<file path="config.mk">
export PLATFORM = sky130hd
export DESIGN_NAME = ctrl_register_bank
export DESIGN_NICKNAME = d
export VERILOG_FILES = /design/src/shared/ctrl_bank_pkg.sv /design/src/hw/serial_ctrl_port.sv /design/src/hw/ctrl_register_bank.sv
export VERILOG_INCLUDE_DIRS = /design/src /design/src/shared
export SDC_FILE = /design/constraint.sdc
export NUM_CORES = 1
export LEC_CHECK = 0
export BUFFER_PORTS_ARGS = -buffer_cell sky130_fd_sc_hd__buf_2
export CAP_MARGIN = 30
export CORE_MARGIN = 2
export CORE_UTILIZATION = 50
export DETAILED_ROUTE_END_ITERATION = 10
export PLACE_DENSITY = 0.71
export SETUP_SLACK_MARGIN = 0.05
export SLEW_MARGIN = 20
export SYNTH_ARGS = -nofsm -noshare
export SYNTH_HDL_FRONTEND = slang
export SYNTH_HIERARCHICAL = 1
export SYNTH_SLANG_ARGS = --single-unit
</file>
<file path="constraint.sdc">
create_clock -name CLK_SYS -period 2.09 [get_ports CLK_SYS]
set_input_delay 0.418 -clock CLK_SYS [delete_from_list [all_inputs] [get_ports CLK_SYS]]
set_output_delay 0.418 -clock CLK_SYS [all_outputs]
set_load 0.05 [all_outputs]
</file>
<file path="src/shared/ctrl_bank_cfg.svh">
// Offsets, field positions, reset values and serial framing bit counts of the bank.
`ifndef CTRL_BANK_CFG_SVH
`define CTRL_BANK_CFG_SVH

// ----------------------------------------------------------------------
// Register offsets
// ----------------------------------------------------------------------
`define OFS_CHANNEL_INDEX   13'h005
`define OFS_POWER_MODE      13'h008
`define OFS_ENHANCEMENT     13'h00c
`define OFS_OUTPUT_MODE     13'h014
`define OFS_SERIAL_STREAM   13'h021
`define OFS_CHANNEL_POWER   13'h022
`define OFS_OVERRIDE_COMMIT 13'h0ff
`define OFS_RATE_OVERRIDE   13'h100
`define OFS_PAD_TWO         13'h101
`define OFS_PAD_THREE       13'h102

// ----------------------------------------------------------------------
// Reset values
// ----------------------------------------------------------------------
`define RST_CHANNEL_INDEX   8'h0f
`define RST_POWER_MODE      8'h00
`define RST_ENHANCEMENT     8'h00
`define RST_OUTPUT_MODE     8'h01
`define RST_SERIAL_STREAM   8'h30
`define RST_CHANNEL_POWER   8'h00
`define RST_RATE_OVERRIDE   8'h00
`define RST_PAD             8'h00

// ----------------------------------------------------------------------
// Writable bit masks and field positions
// ----------------------------------------------------------------------
`define MSK_CHANNEL_INDEX   8'h3f
`define MSK_POWER_MODE      8'h03
`define MSK_ENHANCEMENT     8'h04
`define MSK_OUTPUT_MODE     8'h45
`define MSK_SERIAL_STREAM   8'hff
`define MSK_CHANNEL_POWER   8'h03
`define MSK_RATE_OVERRIDE   8'h77
`define MSK_PAD_TWO         8'h01
`define MSK_PAD_THREE       8'h08
`define MSK_COMMIT          8'h01
`define MSK_CLOCK_CHANNEL   8'h03
`define BIT_CHOP            2
`define BIT_PAD_PULLDOWN    0
`define BIT_CM_POWERDOWN    3
`define BIT_COMMIT          0
`define BIT_OVR_ENABLE      6
`define BIT_CH_POWERDOWN    0
`define BIT_CH_OUT_RESET    1
`define BIT_ORDER           7
`define BIT_ENCODE_LOW      3
`define BIT_FRAME_2X        2

// ----------------------------------------------------------------------
// Serial port framing
// ----------------------------------------------------------------------
`define SPI_HDR_BITS        16
`define SPI_DATA_BITS       8
`define SPI_CNT_W           5

`endif

</file>
<file path="src/shared/ctrl_bank_pkg.sv">
// Types shared by the control register bank.
package ctrl_bank_pkg;
  typedef enum logic [1:0] {
    PWR_NORMAL  = 2'h0,
    PWR_DOWN    = 2'h1,
    PWR_STANDBY = 2'h2,
    PWR_RESET   = 2'h3
  } power_mode_t;

  typedef enum logic [1:0] {
    SP_HEADER = 2'h0,
    SP_DATA   = 2'h1,
    SP_DONE   = 2'h3
  } sp_state_t;

  typedef logic [7:0]  byte_t;
  typedef logic [12:0] addr_t;
endpackage : ctrl_bank_pkg

</file>
<file path="src/hw/serial_ctrl_port.sv">
// Three-wire serial control port that frames reads and writes.
`timescale 1ns/100ps
`include "ctrl_bank_cfg.svh"
module serial_ctrl_port (
  input  wire logic                 clk,
  input  wire logic                 rst,
  input  wire logic                 sclk,
  input  wire logic                 csb_n,
  input  wire logic                 sdio_in,
  input  ctrl_bank_pkg::byte_t      rd_data,
  output logic                      sdio_out,
  output logic                      sdio_oe,
  output ctrl_bank_pkg::addr_t      addr,
  output ctrl_bank_pkg::byte_t      wr_data,
  output logic                      wr_stb
);
  import ctrl_bank_pkg::*;

  // --------------------------------------------------------------------
  // Edge detection and frame state
  // --------------------------------------------------------------------
  logic                    sclk_reg;
  sp_state_t               state_reg;
  sp_state_t               state_next;
  logic [`SPI_CNT_W-1:0]   cnt_reg;
  logic [15:0]             hdr_reg;
  byte_t                   sh_reg;
  logic                    rd_reg;
  logic                    rise;
  logic                    fall;
  logic                    hdr_last;
  logic                    dat_last;

  assign rise     = sclk & ~sclk_reg;
  assign fall     = ~sclk & sclk_reg;
  assign hdr_last = (cnt_reg == `SPI_CNT_W'(`SPI_HDR_BITS - 1));
  assign dat_last = (cnt_reg == `SPI_CNT_W'(`SPI_DATA_BITS - 1));
  assign addr     = hdr_reg[12:0];

  always_comb begin
    state_next = state_reg;
    case (state_reg)
      SP_HEADER: if (rise && hdr_last) state_next = SP_DATA;
      SP_DATA:   if (rise && dat_last) state_next = SP_DONE;
      SP_DONE:   state_next = SP_DONE;
      default:   state_next = SP_HEADER;
    endcase
    if (csb_n) state_next = SP_HEADER;
  end

  always_ff @(posedge clk) begin
    if (rst) begin
      sclk_reg  <= 1'b0;
      state_reg <= SP_HEADER;
      cnt_reg   <= '0;
      hdr_reg   <= 16'h0000;
      sh_reg    <= 8'h00;
      rd_reg    <= 1'b0;
      wr_stb    <= 1'b0;
      wr_data   <= 8'h00;
      sdio_out  <= 1'b0;
      sdio_oe   <= 1'b0;
    end else begin
      sclk_reg  <= sclk;
      state_reg <= state_next;
      wr_stb    <= 1'b0;
      if (csb_n) begin
        cnt_reg <= '0;
        sdio_oe <= 1'b0;
      end else if (rise && state_reg == SP_HEADER) begin
        hdr_reg <= {hdr_reg[14:0], sdio_in};
        cnt_reg <= hdr_last ? '0 : cnt_reg + `SPI_CNT_W'(1);
        if (hdr_last) begin
          rd_reg <= hdr_reg[14];
        end
      end else if (rise && state_reg == SP_DATA) begin
        sh_reg  <= {sh_reg[6:0], sdio_in};
        cnt_reg <= cnt_reg + `SPI_CNT_W'(1);
        if (dat_last && !rd_reg) begin
          wr_data <= {sh_reg[6:0], sdio_in};
          wr_stb  <= 1'b1;
        end
      end else if (fall && state_reg == SP_DATA && rd_reg) begin
        sdio_oe  <= 1'b1;
        sdio_out <= rd_data[3'(`SPI_DATA_BITS - 1) - cnt_reg[2:0]];
      end
    end
  end
endmodule : serial_ctrl_port

</file>
<file path="src/hw/ctrl_register_bank.sv">
// Control register bank of a dual-channel converter behind a serial port.
//
// Behaviour
// RULE1: Per-channel writes go to indexed data channels.
// RULE2: Clock channels selectable, only reduced feature subset.
// RULE3: All registers except override act immediately.
// RULE4: Override takes effect only on commit bit write.
// RULE5: Normal mode keeps both channels active.
// RULE6: Power-down gates clocks, resets datapath, disables outputs.
// RULE7: Standby gates clocks and outputs, no reset.
// RULE8: Digital reset resets datapath, spares serial port.
// RULE9: Only power-on reset resets serial port.
// RULE10: Chop bit enables first-stage chopping.
// RULE11: Host sets one-lane DDR, low encode below limit.
// RULE12: Serial stream register holds five documented fields.
// RULE13: Three-bit rate code spans 20 to 125.
// RULE14: Rate code caps capability, not actual rate.
// RULE15: Pad bit disables serial data pull-down.
// RULE16: Pad bit powers down common-mode generator.
// RULE17: Channel register powers down, resets output logic.
// RULE18: Open bits read zero, ignore writes.
`timescale 1ns/100ps
`include "ctrl_bank_cfg.svh"
module ctrl_register_bank #(
  parameter int CHANNELS = 2
) (
  input  wire logic                  CLK_SYS,
  input  wire logic                  RST,
  input  wire logic                  SCLK,
  input  wire logic                  CSB_N,
  input  wire logic                  SDIO_IN,
  output logic                       SDIO_OUT,
  output logic                       SDIO_OE,
  output logic                       SDIO_PULLDOWN_EN,
  output logic                       CM_GEN_POWERDOWN,
  output logic [CHANNELS-1:0]        CH_ACTIVE,
  output logic [CHANNELS-1:0]        CH_CLK_EN,
  output logic [CHANNELS-1:0]        CH_DATAPATH_RESET,
  output logic [CHANNELS-1:0]        CH_OUTPUT_EN,
  output logic [CHANNELS-1:0]        CH_OUTPUT_RESET,
  output logic [CHANNELS-1:0]        CH_CHOP_EN,
  output logic [CHANNELS-1:0]        CH_INVERT,
  output logic [CHANNELS-1:0]        CH_TWOS_COMP,
  output logic [1:0]                 CLKOUT_INVERT,
  output logic                       LVDS_REDUCED,
  output logic                       BIT_ORDER_LSB,
  output logic [2:0]                 LANE_MODE,
  output logic                       ENCODE_LOW,
  output logic                       FRAME_2X,
  output logic [1:0]                 WORD_SIZE,
  output logic                       OVR_ENABLE,
  output logic [1:0]                 OVR_RESOLUTION,
  output logic [2:0]                 OVR_RATE_CLASS
);
  import ctrl_bank_pkg::*;

  // --------------------------------------------------------------------
  // Serial control port
  // --------------------------------------------------------------------
  addr_t        sp_addr;
  byte_t        sp_wdata;
  logic         sp_wr;
  byte_t        rd_data;
  logic         sdio_out_w;
  logic         sdio_oe_w;

  serial_ctrl_port u_port (
    .clk      (CLK_SYS),
    .rst      (RST),
    .sclk     (SCLK),
    .csb_n    (CSB_N),
    .sdio_in  (SDIO_IN),
    .rd_data  (rd_data),
    .sdio_out (sdio_out_w),
    .sdio_oe  (sdio_oe_w),
    .addr     (sp_addr),
    .wr_data  (sp_wdata),
    .wr_stb   (sp_wr)
  ); // [RULE9]

  // --------------------------------------------------------------------
  // Address decode
  // --------------------------------------------------------------------
  logic         hit_index;
  logic         hit_power;
  logic         hit_enh;
  logic         hit_omode;
  logic         hit_stream;
  logic         hit_chpwr;
  logic         hit_commit;
  logic         hit_ovr;
  logic         hit_pad2;
  logic         hit_pad3;

  assign hit_index  = (sp_addr == `OFS_CHANNEL_INDEX);
  assign hit_power  = (sp_addr == `OFS_POWER_MODE);
  assign hit_enh    = (sp_addr == `OFS_ENHANCEMENT);
  assign hit_omode  = (sp_addr == `OFS_OUTPUT_MODE);
  assign hit_stream = (sp_addr == `OFS_SERIAL_STREAM);
  assign hit_chpwr  = (sp_addr == `OFS_CHANNEL_POWER);
  assign hit_commit = (sp_addr == `OFS_OVERRIDE_COMMIT);
  assign hit_ovr    = (sp_addr == `OFS_RATE_OVERRIDE);
  assign hit_pad2   = (sp_addr == `OFS_PAD_TWO);
  assign hit_pad3   = (sp_addr == `OFS_PAD_THREE);

  // --------------------------------------------------------------------
  // Global registers
  // --------------------------------------------------------------------
  byte_t        index_reg;
  byte_t        power_reg;
  byte_t        stream_reg;
  byte_t        ovr_stage_reg;
  byte_t        ovr_live_reg;
  byte_t        pad2_reg;
  byte_t        pad3_reg;
  logic         commit_w;
  logic         lvds_reduced_reg;
  byte_t        clk_omode_reg;
  power_mode_t  pmode;

  assign commit_w = sp_wr && hit_commit && sp_wdata[`BIT_COMMIT]; // [RULE4]
  assign pmode    = power_mode_t'(power_reg[1:0]);

  always_ff @(posedge CLK_SYS) begin
    if (RST) begin
      index_reg        <= `RST_CHANNEL_INDEX;
      power_reg        <= `RST_POWER_MODE;
      stream_reg       <= `RST_SERIAL_STREAM;
      ovr_stage_reg    <= `RST_RATE_OVERRIDE;
      ovr_live_reg     <= `RST_RATE_OVERRIDE;
      pad2_reg         <= `RST_PAD;
      pad3_reg         <= `RST_PAD;
      lvds_reduced_reg <= 1'b0;
      clk_omode_reg    <= 8'h00;
    end else begin
      if (sp_wr && hit_index) begin
        index_reg <= sp_wdata & `MSK_CHANNEL_INDEX; // [RULE18]
      end
      if (sp_wr && hit_power) begin
        power_reg <= sp_wdata & `MSK_POWER_MODE; // [RULE3]
      end
      if (sp_wr && hit_stream) begin
        stream_reg <= sp_wdata & `MSK_SERIAL_STREAM; // [RULE12]
      end
      if (sp_wr && hit_ovr) begin
        ovr_stage_reg <= sp_wdata & `MSK_RATE_OVERRIDE;
      end
      if (commit_w) begin
        ovr_live_reg <= ovr_stage_reg; // [RULE4]
      end
      if (sp_wr && hit_pad2) begin
        pad2_reg <= sp_wdata & `MSK_PAD_TWO;
      end
      if (sp_wr && hit_pad3) begin
        pad3_reg <= sp_wdata & `MSK_PAD_THREE;
      end
      if (sp_wr && hit_omode) begin
        lvds_reduced_reg <= sp_wdata[6];
        // Clock outputs only take the invert feature.
        clk_omode_reg <= (clk_omode_reg & ~{6'h00, index_reg[5:4]})
                       | ({8{sp_wdata[2]}}
                          & {6'h00, index_reg[5:4]}); // [RULE2]
      end
    end
  end

  // --------------------------------------------------------------------
  // Per-channel registers
  // --------------------------------------------------------------------
  byte_t        enh_reg   [CHANNELS];
  byte_t        omode_reg [CHANNELS];
  byte_t        chpwr_reg [CHANNELS];
  logic [CHANNELS-1:0] sel;

  genvar g;
  generate
    for (g = 0; g < CHANNELS; g++) begin : g_ch
      assign sel[g] = index_reg[g]; // [RULE1]
      always_ff @(posedge CLK_SYS) begin
        if (RST) begin
          enh_reg[g]   <= `RST_ENHANCEMENT;
          omode_reg[g] <= `RST_OUTPUT_MODE;
          chpwr_reg[g] <= `RST_CHANNEL_POWER;
        end else begin
          if (sp_wr && hit_enh && sel[g]) begin
            enh_reg[g] <= sp_wdata & `MSK_ENHANCEMENT; // [RULE1]
          end
          if (sp_wr && hit_omode && sel[g]) begin
            omode_reg[g] <= sp_wdata & `MSK_OUTPUT_MODE;
          end
          if (sp_wr && hit_chpwr && sel[g]) begin
            chpwr_reg[g] <= sp_wdata & `MSK_CHANNEL_POWER; // [RULE17]
          end
        end
      end

      // Power mode steering of each channel.
      always_ff @(posedge CLK_SYS) begin
        if (RST) begin
          CH_ACTIVE[g]         <= 1'b1;
          CH_CLK_EN[g]         <= 1'b1;
          CH_DATAPATH_RESET[g] <= 1'b0;
          CH_OUTPUT_EN[g]      <= 1'b1;
          CH_OUTPUT_RESET[g]   <= 1'b0;
          CH_CHOP_EN[g]        <= 1'b0;
          CH_INVERT[g]         <= 1'b0;
          CH_TWOS_COMP[g]      <= 1'b1;
        end else begin
          CH_ACTIVE[g]         <= (pmode == PWR_NORMAL)
                                  && !chpwr_reg[g][`BIT_CH_POWERDOWN];
                                  // [RULE5] [RULE17]
          CH_CLK_EN[g]         <= (pmode == PWR_NORMAL)
                                  && !chpwr_reg[g][`BIT_CH_POWERDOWN];
                                  // [RULE6] [RULE7]
          CH_DATAPATH_RESET[g] <= (pmode == PWR_DOWN)
                                  || (pmode == PWR_RESET); // [RULE6] [RULE8]
          CH_OUTPUT_EN[g]      <= (pmode == PWR_NORMAL)
                                  || (pmode == PWR_RESET); // [RULE6] [RULE7]
          CH_OUTPUT_RESET[g]   <= (pmode == PWR_RESET)
                                  || chpwr_reg[g][`BIT_CH_OUT_RESET];
                                  // [RULE8] [RULE17]
          CH_CHOP_EN[g]        <= enh_reg[g][`BIT_CHOP]; // [RULE10]
          CH_INVERT[g]         <= omode_reg[g][2];
          CH_TWOS_COMP[g]      <= omode_reg[g][0];
        end
      end
    end
  endgenerate

  // --------------------------------------------------------------------
  // Read-back of the first selected channel
  // --------------------------------------------------------------------
  logic         rd_ch;
  byte_t        ch_enh;
  byte_t        ch_omode;
  byte_t        ch_pwr;

  assign rd_ch    = ~index_reg[0];
  assign ch_enh   = enh_reg[rd_ch];
  assign ch_omode = {1'b0, lvds_reduced_reg, omode_reg[rd_ch][5:0]};
  assign ch_pwr   = chpwr_reg[rd_ch];

  // Open bits are masked on write, so they read back zero.
  assign rd_data = hit_index  ? index_reg
                 : hit_power  ? power_reg
                 : hit_enh    ? ch_enh
                 : hit_omode  ? ch_omode
                 : hit_stream ? stream_reg
                 : hit_chpwr  ? ch_pwr
                 : hit_ovr    ? ovr_stage_reg
                 : hit_pad2   ? pad2_reg
                 : hit_pad3   ? pad3_reg
                 : 8'h00; // [RULE18]

  // --------------------------------------------------------------------
  // Global outputs
  // --------------------------------------------------------------------
  always_ff @(posedge CLK_SYS) begin
    if (RST) begin
      SDIO_OUT         <= 1'b0;
      SDIO_OE          <= 1'b0;
      SDIO_PULLDOWN_EN <= 1'b1;
      CM_GEN_POWERDOWN <= 1'b0;
      CLKOUT_INVERT    <= 2'h0;
      LVDS_REDUCED     <= 1'b0;
      BIT_ORDER_LSB    <= 1'b0;
      LANE_MODE        <= 3'h3;
      ENCODE_LOW       <= 1'b0;
      FRAME_2X         <= 1'b0;
      WORD_SIZE        <= 2'h0;
      OVR_ENABLE       <= 1'b0;
      OVR_RESOLUTION   <= 2'h0;
      OVR_RATE_CLASS   <= 3'h0;
    end else begin
      SDIO_OUT         <= sdio_out_w;
      SDIO_OE          <= sdio_oe_w;
      SDIO_PULLDOWN_EN <= !pad2_reg[`BIT_PAD_PULLDOWN]; // [RULE15]
      CM_GEN_POWERDOWN <= pad3_reg[`BIT_CM_POWERDOWN]; // [RULE16]
      CLKOUT_INVERT    <= clk_omode_reg[1:0]; // [RULE2]
      LVDS_REDUCED     <= lvds_reduced_reg;
      BIT_ORDER_LSB    <= stream_reg[`BIT_ORDER]; // [RULE12]
      LANE_MODE        <= stream_reg[6:4]; // [RULE12] [RULE11]
      ENCODE_LOW       <= stream_reg[`BIT_ENCODE_LOW]; // [RULE12]
      FRAME_2X         <= stream_reg[`BIT_FRAME_2X];
      WORD_SIZE        <= stream_reg[1:0];
      OVR_ENABLE       <= ovr_live_reg[`BIT_OVR_ENABLE];
      OVR_RESOLUTION   <= ovr_live_reg[5:4];
      // Capability cap only; the sample clock is untouched.
      OVR_RATE_CLASS   <= ovr_live_reg[2:0]; // [RULE13] [RULE14]
    end
  end
endmodule : ctrl_register_bank

</file>
==> run_results.csv, run 1 <==
group,metric,value,unit
finish,final_common_cell,"dfxtp_1",
synthesis,synth_top_cell_area_share,0.420,
sta,period_minus_slack,2180,ps
cts,numClockSinks,118,
setup_path,cpPeakStageDelay,480,ps
synthesis,ys_seq_elements,118,
finish,area_growth,22.5,%
die,die_h,105,µm
run,max-cap-violations,0,
setup_path,path_class,"reg -> reg",
global_routing,grt_overflow_total,0,
sta,fin_ws,-88.2,ps
cts,cts_root_buf,"clkbuf_8",
setup_path,crit_required,2460,ps
synthesis,ys_async_sr_fraction,0,
finish,layout-drive-gt1-share,0.275,
cts,cts_tree,"yes",
pwr,p_comb_frac,0.036,
cts,cts-htree-levels,4,
sta,finalSetupTns,-88.2,ps
placed_design,place_hpwl,8430,µm
pwr,internal-power,0.00416,W
global_routing,grt_pass1_wl,19300,µm
synthesis,yosys_warnings,6,
global_routing,grt_usage,0.221,
drt,drtAntennaViolNets,0,
finish,antenna-diode-count,0,
sta,worst_pin_slew,509,ps
drt,wirelength,11800,µm
synthesis,yosysTopAreaCell,"dfxtp_1",
global_routing,grt_pass1_vias,3955,
finish,final_nets,626,
pwr,power_density,861,mW/mm²
cts,cts_buffers,17,
min_path,hold_path_class,"in -> reg",
die,core,0.0101,mm²
synthesis,syn_area,0.00514,mm²
finish,layout_common_cells,"dfxtp_1, buf_4, nand2_1",
synthesis,syn_nets,558,
pwr,p_sw,0.00127,W
setup_path,cp_max_fo,9,
cts,worstSkewPairLatency,510,ps
synthesis,ys.flop_type,"dfxtp_1",
drt,post_drt_wl_per_cell,15.4,µm
pwr,power_leakage,2.55,nW
setup_path,crit_chain,"nor4_2 -> buf_4 -> and4_4 -> nand2b_1 -> o21ai_1 -> a21oi_1 -> mux4_2 -> mux2i_1 -> a311oi_1",
pwr,clkPwrFrac,0.538,
drt,first_pass_iters,7,
sta,skew,6.72,ps
finish,largest_reg_flops,15,
setup_path,critPathSlowestCell,"mux4_2",
sta,rsz0062_at_grt,"true",
sta,slew-limit-headroom,0.659,
setup_path,startpoint_type,"flop",
die,die_x,105,µm
global_routing,antenna_found_initial,0,
die,io_pins,42,
placed_design,port_buffers,41,
sta,maxSlewViolCount,0,
pwr,power_frac_seq,0.426,
setup_path,end_kind,"flop",
cts,clockBufferDepth,2,
global_routing,grt_max_degree,31,
outcome,status,"finished, violations left",
drt,via_per_inst,5.52,
die,num_rows,37,
die,die_area,0.0111,mm²
synthesis,syn-mean-instance-area,9.37,µm²
drt,vias,4227,
placed_design,dpl_worst_slack,-171,ps
sta,period_share,1.04,
outcome,failed_checks,"negative setup slack",
die,start_util,0.507,
synthesis,netlist_instances,549,
synthesis,ys_types,68,
sta,fmax,459,MHz
synthesis,ys_top_cells_by_area,"dfxtp_1, edfxtp_1, mux2i_1",
drt,drc_errors,0,
placed_design,place.gp.congestion,0.930,
synthesis,synth_edf_count,10,
pwr,peakVddDrop,0.522,mV
sta,final-hold-violation-count,0,
pwr,switching_share,0.233,
synthesis,seq_area_frac_synth,0.479,
setup_path,arrival,2550,ps
drt,drt_iter0_drc,303,
cts,hold_buffers,0,
sta,setup_viol,1,
cts,clkTransAtPathRegs,60,ps
finish,final_util,0.621,
[timing repair]
action	4_1_cts	5_1_grt
setup endpoints to repair	1	4
setup buffers	1	1
pin swaps	0	2
resized for setup	5	9
[final cells by class]
cell class                      instances  area (µm²)
Sequential cell                       118        2470
Tap cell                              136         170
Timing Repair Buffer                   99         653
Clock buffer                           18         439
Multi-Input combinational cell        364        2340
Fill cell                             840        3840
Inverter                               17        63.8
Clock inverter                         14         160
[critical path, delay by kind of cell, from the launching register on]
family          cells  cell delay, ps
simple gates        3             620
compound gates      3             230
buf+inv             1             210
flops               1             320
mux                 2             650
[synthesized netlist by cell type, types with 2 or more instances]
cell,number
a222oi_1,2
nand3_1,37
a211o_1,3
o21ai_0,12
and3_1,5
nor2b_1,25
edfxtp_1,10
nand4bb_1,2
mux4_2,2
a31oi_1,2
mux2i_1,24
and3_2,3
a22oi_1,3
buf_2,7
a311oi_1,2
o211ai_1,2
and2_1,4
ha_1,4
o21a_1,3
clkbuf_1,17
buf_4,22
o21ai_1,18
and4_1,3
a21oi_1,40
nand2_1,44
nor2_1,33
inv_1,16
nor4b_1,3
mux2_2,5
nand3b_1,4
nor3_1,11
or2_2,4
nand4_1,4
buf_1,2
nand2b_1,23
nor4bb_1,2
a21o_1,8
dfxtp_1,108
[path summary, 6_finish.rpt]
| path | from | to | slack (ps) | cells after the start |
|---|---|---|---|---|
| setup reg to reg | u_port/hdr_reg[11] | u_port/sdio_out | -90 | 9 |
| setup / recovery | u_port/hdr_reg[11] | u_port/sdio_out | -90 | 9 |
| hold / removal | SDIO_IN | u_port/hdr_reg[0] | 200 | 3 |
| hold reg to reg | pad2_reg[0] | SDIO_PULLDOWN_EN | 410 | 1 |
[kinds of logic (layout without fill, tap and decap cells)]
group                      after synthesis  after routing  synth area share
AOI/OAI and AO/OA                      105            105             0.125
xor gates and xnor gates                 1              1           0.00170
adders and majority gates                4              4           0.00973
buffers and inverters                   67            148            0.0713
DFF                                    118            118             0.479
muxes                                   31             31            0.0664
and+or+nand+nor                        223            223             0.247
[stage by stage]
| stage | instances | power (W) | area [µm²] | hold WS [ps] |
|---|---|---|---|---|
| after floorplan | 549 | 0.00250 | 5150 | 379 |
| after global placement | 732 | 0.00255 | 5660 | 399 |
| after detailed placement | 732 | 0.00256 | 5660 | 402 |
| after CTS | 765 | 0.00546 | 6270 | 191 |
| after global routing | 766 | 0.00559 | 6300 | 181 |
| final | 766 | 0.00542 | 6300 | 196 |
[power groups by stage]
stage | Combinational (W) | Clock [W] | Sequential [W]
floorplan | 0.000109 | 0 | 0.00239
global placement | 0.000191 | 0 | 0.00236
detailed placement | 0.000194 | 0 | 0.00236
CTS | 0.000194 | 0.00295 | 0.00231
global route | 0.000209 | 0.00307 | 0.00231
finish | 0.000195 | 0.00292 | 0.00231
[metal layers]
layer / vias to the layer above / track usage / part of all wire
li1: 2047 / - / -
met1: 2002 / 0.284 / 0.44
met2: 150 / 0.360 / 0.48
met3: 28 / 0.0544 / 0.058
met4: 0 / 0.0771 / 0.021
met5: - / 0 / 0
(Power assumes the default switching activity.)
==> run 2, diff against run 1 <==
--- a/config.mk
+++ b/config.mk
@@ -8,7 +8,6 @@
 export LEC_CHECK = 0
 export BUFFER_PORTS_ARGS = -buffer_cell sky130_fd_sc_hd__buf_2
 export CAP_MARGIN = 30
-export CORE_MARGIN = 2
 export CORE_UTILIZATION = 50
 export DETAILED_ROUTE_END_ITERATION = 10
 export PLACE_DENSITY = 0.71
==> run 2 against run 1 <==
  * Power fell by 6.3%
  * Clock-buffer cell count did not move
  * Sequential share of layout area grew 0.47 points
  * Register-to-register slack got worse by 40 ps
  * Cell count shrank 0.91%
  * Critical endpoint unchanged
  * Largest cell class unchanged
  * Sequential power hardly changed
  * The run still ends with negative setup slack left
  * Sequential cell count unchanged
  * Non-clock buffer count is 4 lower
  * Via count is 1.8% lower
  * Clock power fell by 12%
==> run_results.csv, run 2 (synthesized netlist as in run 1, its figures left out) <==
group,metric,value,unit
pwr,power_frac_seq,0.455,
finish,regArea,0.00248,mm²
sta,fin_ws,-133,ps
finish,multiInputGateArea,0.00236,mm²
setup_path,r2r_setup_slack,-130,ps
drt,wirelength,11600,µm
die,start_util,0.521,
sta,rsz0062_at_grt,"true",
sta,setup_viol,1,
die,num_rows,36,
pwr,power_leakage,2.50,nW
cts,cts-htree-levels,4,
drt,post_drt_wl_per_cell,15.2,µm
sta,fmax,450,MHz
cts,cts_root_buf,"clkbuf_8",
sta,maxSlewViolCount,0,
global_routing,grt_pass1_wl,18800,µm
drt,first_pass_iters,6,
sta,slew-limit-headroom,0.659,
pwr,p_comb_frac,0.039,
outcome,status,"finished, violations left",
setup_path,ff2ff_path_depth,8,
finish,antenna-diode-count,0,
setup_path,r2r_end,"u_port/sdio_out",
sta,skew,5.77,ps
global_routing,grt_overflow_total,0,
placed_design,place.gp.congestion,0.971,
setup_path,path_class,"reg -> reg",
pwr,internal-power,0.00385,W
min_path,hold_path_class,"in -> reg",
die,die_x,103,µm
finish,area_growth,21.3,%
sta,final-hold-violation-count,0,
setup_path,arrival,2610,ps
finish,layout-drive-gt1-share,0.275,
pwr,p_sw,0.00123,W
global_routing,grt_max_degree,31,
placed_design,port_buffers,41,
finish,final_nets,622,
sta,period_share,1.06,
sta,period_minus_slack,2220,ps
cts,cts_buffers,17,
outcome,failed_checks,"negative setup slack",
die,die_area,0.0107,mm²
drt,drt_iter0_drc,153,
sta,worst_pin_slew,510,ps
setup_path,startpoint,"u_port/hdr_reg[4]",
cts,clkTransAtPathRegs,60,ps
finish,largest_reg_flops,15,
setup_path,cp_max_fo,5,
finish,fillCellCount,802,
cts,hold_buffers,0,
pwr,total_power,0.00508,W
drt,drc_errors,0,
sta,timing.hold.ws,182,ps
placed_design,place_hpwl,8080,µm
finish,final_common_cell,"dfxtp_1",
global_routing,grt_usage,0.232,
setup_path,end_kind,"flop",
finish,layout_common_cells,"dfxtp_1, buf_4, nand2_1",
pwr,switching_share,0.242,
setup_path,crit_required,2480,ps
run,max-cap-violations,0,
drt,drtAntennaViolNets,0,
pwr,power_density,814,mW/mm²
die,io_pins,42,
cts,clockBufferDepth,2,
cts,numClockSinks,118,
drt,vias,4151,
die,core,0.00986,mm²
cts,worstSkewPairLatency,520,ps
drt,via_per_inst,5.47,
pwr,clkPwrFrac,0.506,
cts,cts_tree,"yes",
finish,final_util,0.632,
global_routing,antenna_found_initial,0,
setup_path,r2r_start,"u_port/hdr_reg[4]",
die,die_h,103,µm
setup_path,startpoint_type,"flop",
pwr,peakVddDrop,0.495,mV
setup_path,endpoint,"u_port/sdio_out",
global_routing,grt_pass1_vias,3840,
-- run 2: cell count changes in the layout (fill, tap and decap cells not counted), sizes merged --
| cell | previous run | this run |
|---|---|---|
| clkinvlp | 1 | 3 |
| inv | 25 | 20 |
| bufinv | 2 | 0 |
| clkinv | 3 | 8 |
| buf | 99 | 95 |
-- run 2: timing repair --
action | CTS | global route
gates cloned | 0 | 0
pin swaps | 2 | 0
setup buffers | 2 | 0
gates resized for setup | 14 | 6
endpoints found under the setup margin | 1 | 6
-- run 2: per-layer routing --
layer	track usage	vias up	part of all wire
met5	0	-	0
met4	0.0953	0	0.024
met3	0.0578	27	0.060
met2	0.384	166	0.48
met1	0.290	1919	0.43
li1	-	2039	-
-- run 2: power groups by stage --
stage	logic, W	registers, W	clock network, W
final	0.000197	0.00231	0.00257
after global routing	0.000215	0.00231	0.00273
after CTS	0.000196	0.00231	0.00260
after detailed placement	0.000195	0.00236	0
after global placement	0.000192	0.00236	0
after floorplan	0.000109	0.00239	0
-- run 2: how the worst min path moves through the flow --
stage	from	endpoint	depth (start not counted)
after floorplan	pad2_reg[0]	SDIO_PULLDOWN_EN	1
after global placement	pad2_reg[0]	SDIO_PULLDOWN_EN	1
after detailed placement	pad2_reg[0]	SDIO_PULLDOWN_EN	1
after CTS	SDIO_IN	u_port/hdr_reg[0]	3
after global routing	SDIO_IN	u_port/sh_reg[0]	3
final	SDIO_IN	u_port/hdr_reg[0]	3
-- run 2: stage by stage --
stage	TNS, ps	cell area, µm²	instances	setup WS [ps]
after CTS	-122	6200	759	-122
after detailed placement	-241	5640	725	-241
after floorplan	-57.7	5150	549	-57.7
after global routing	-205	6240	759	-205
final	-133	6240	759	-133
after global placement	-61.9	5640	725	-61.9
-- run 2: area by class of cell --
cell class,count,share of cell area
multi-input cells,364,0.378
clock buffers,18,0.0686
inverters,17,0.0102
repair buffers,95,0.102
well taps,133,0.0267
clock inverters,14,0.0166
flip-flops and latches,118,0.398
-- run 2: critical path, cell delays in order (launching register included) --
cell      delay (ps)
dfxtp_2          350
nor4_4           390
nand2_1          160
o22a_1           230
o21ai_1          120
a21oi_1           60
mux4_2           500
mux2i_4          180
a311oi_1         110
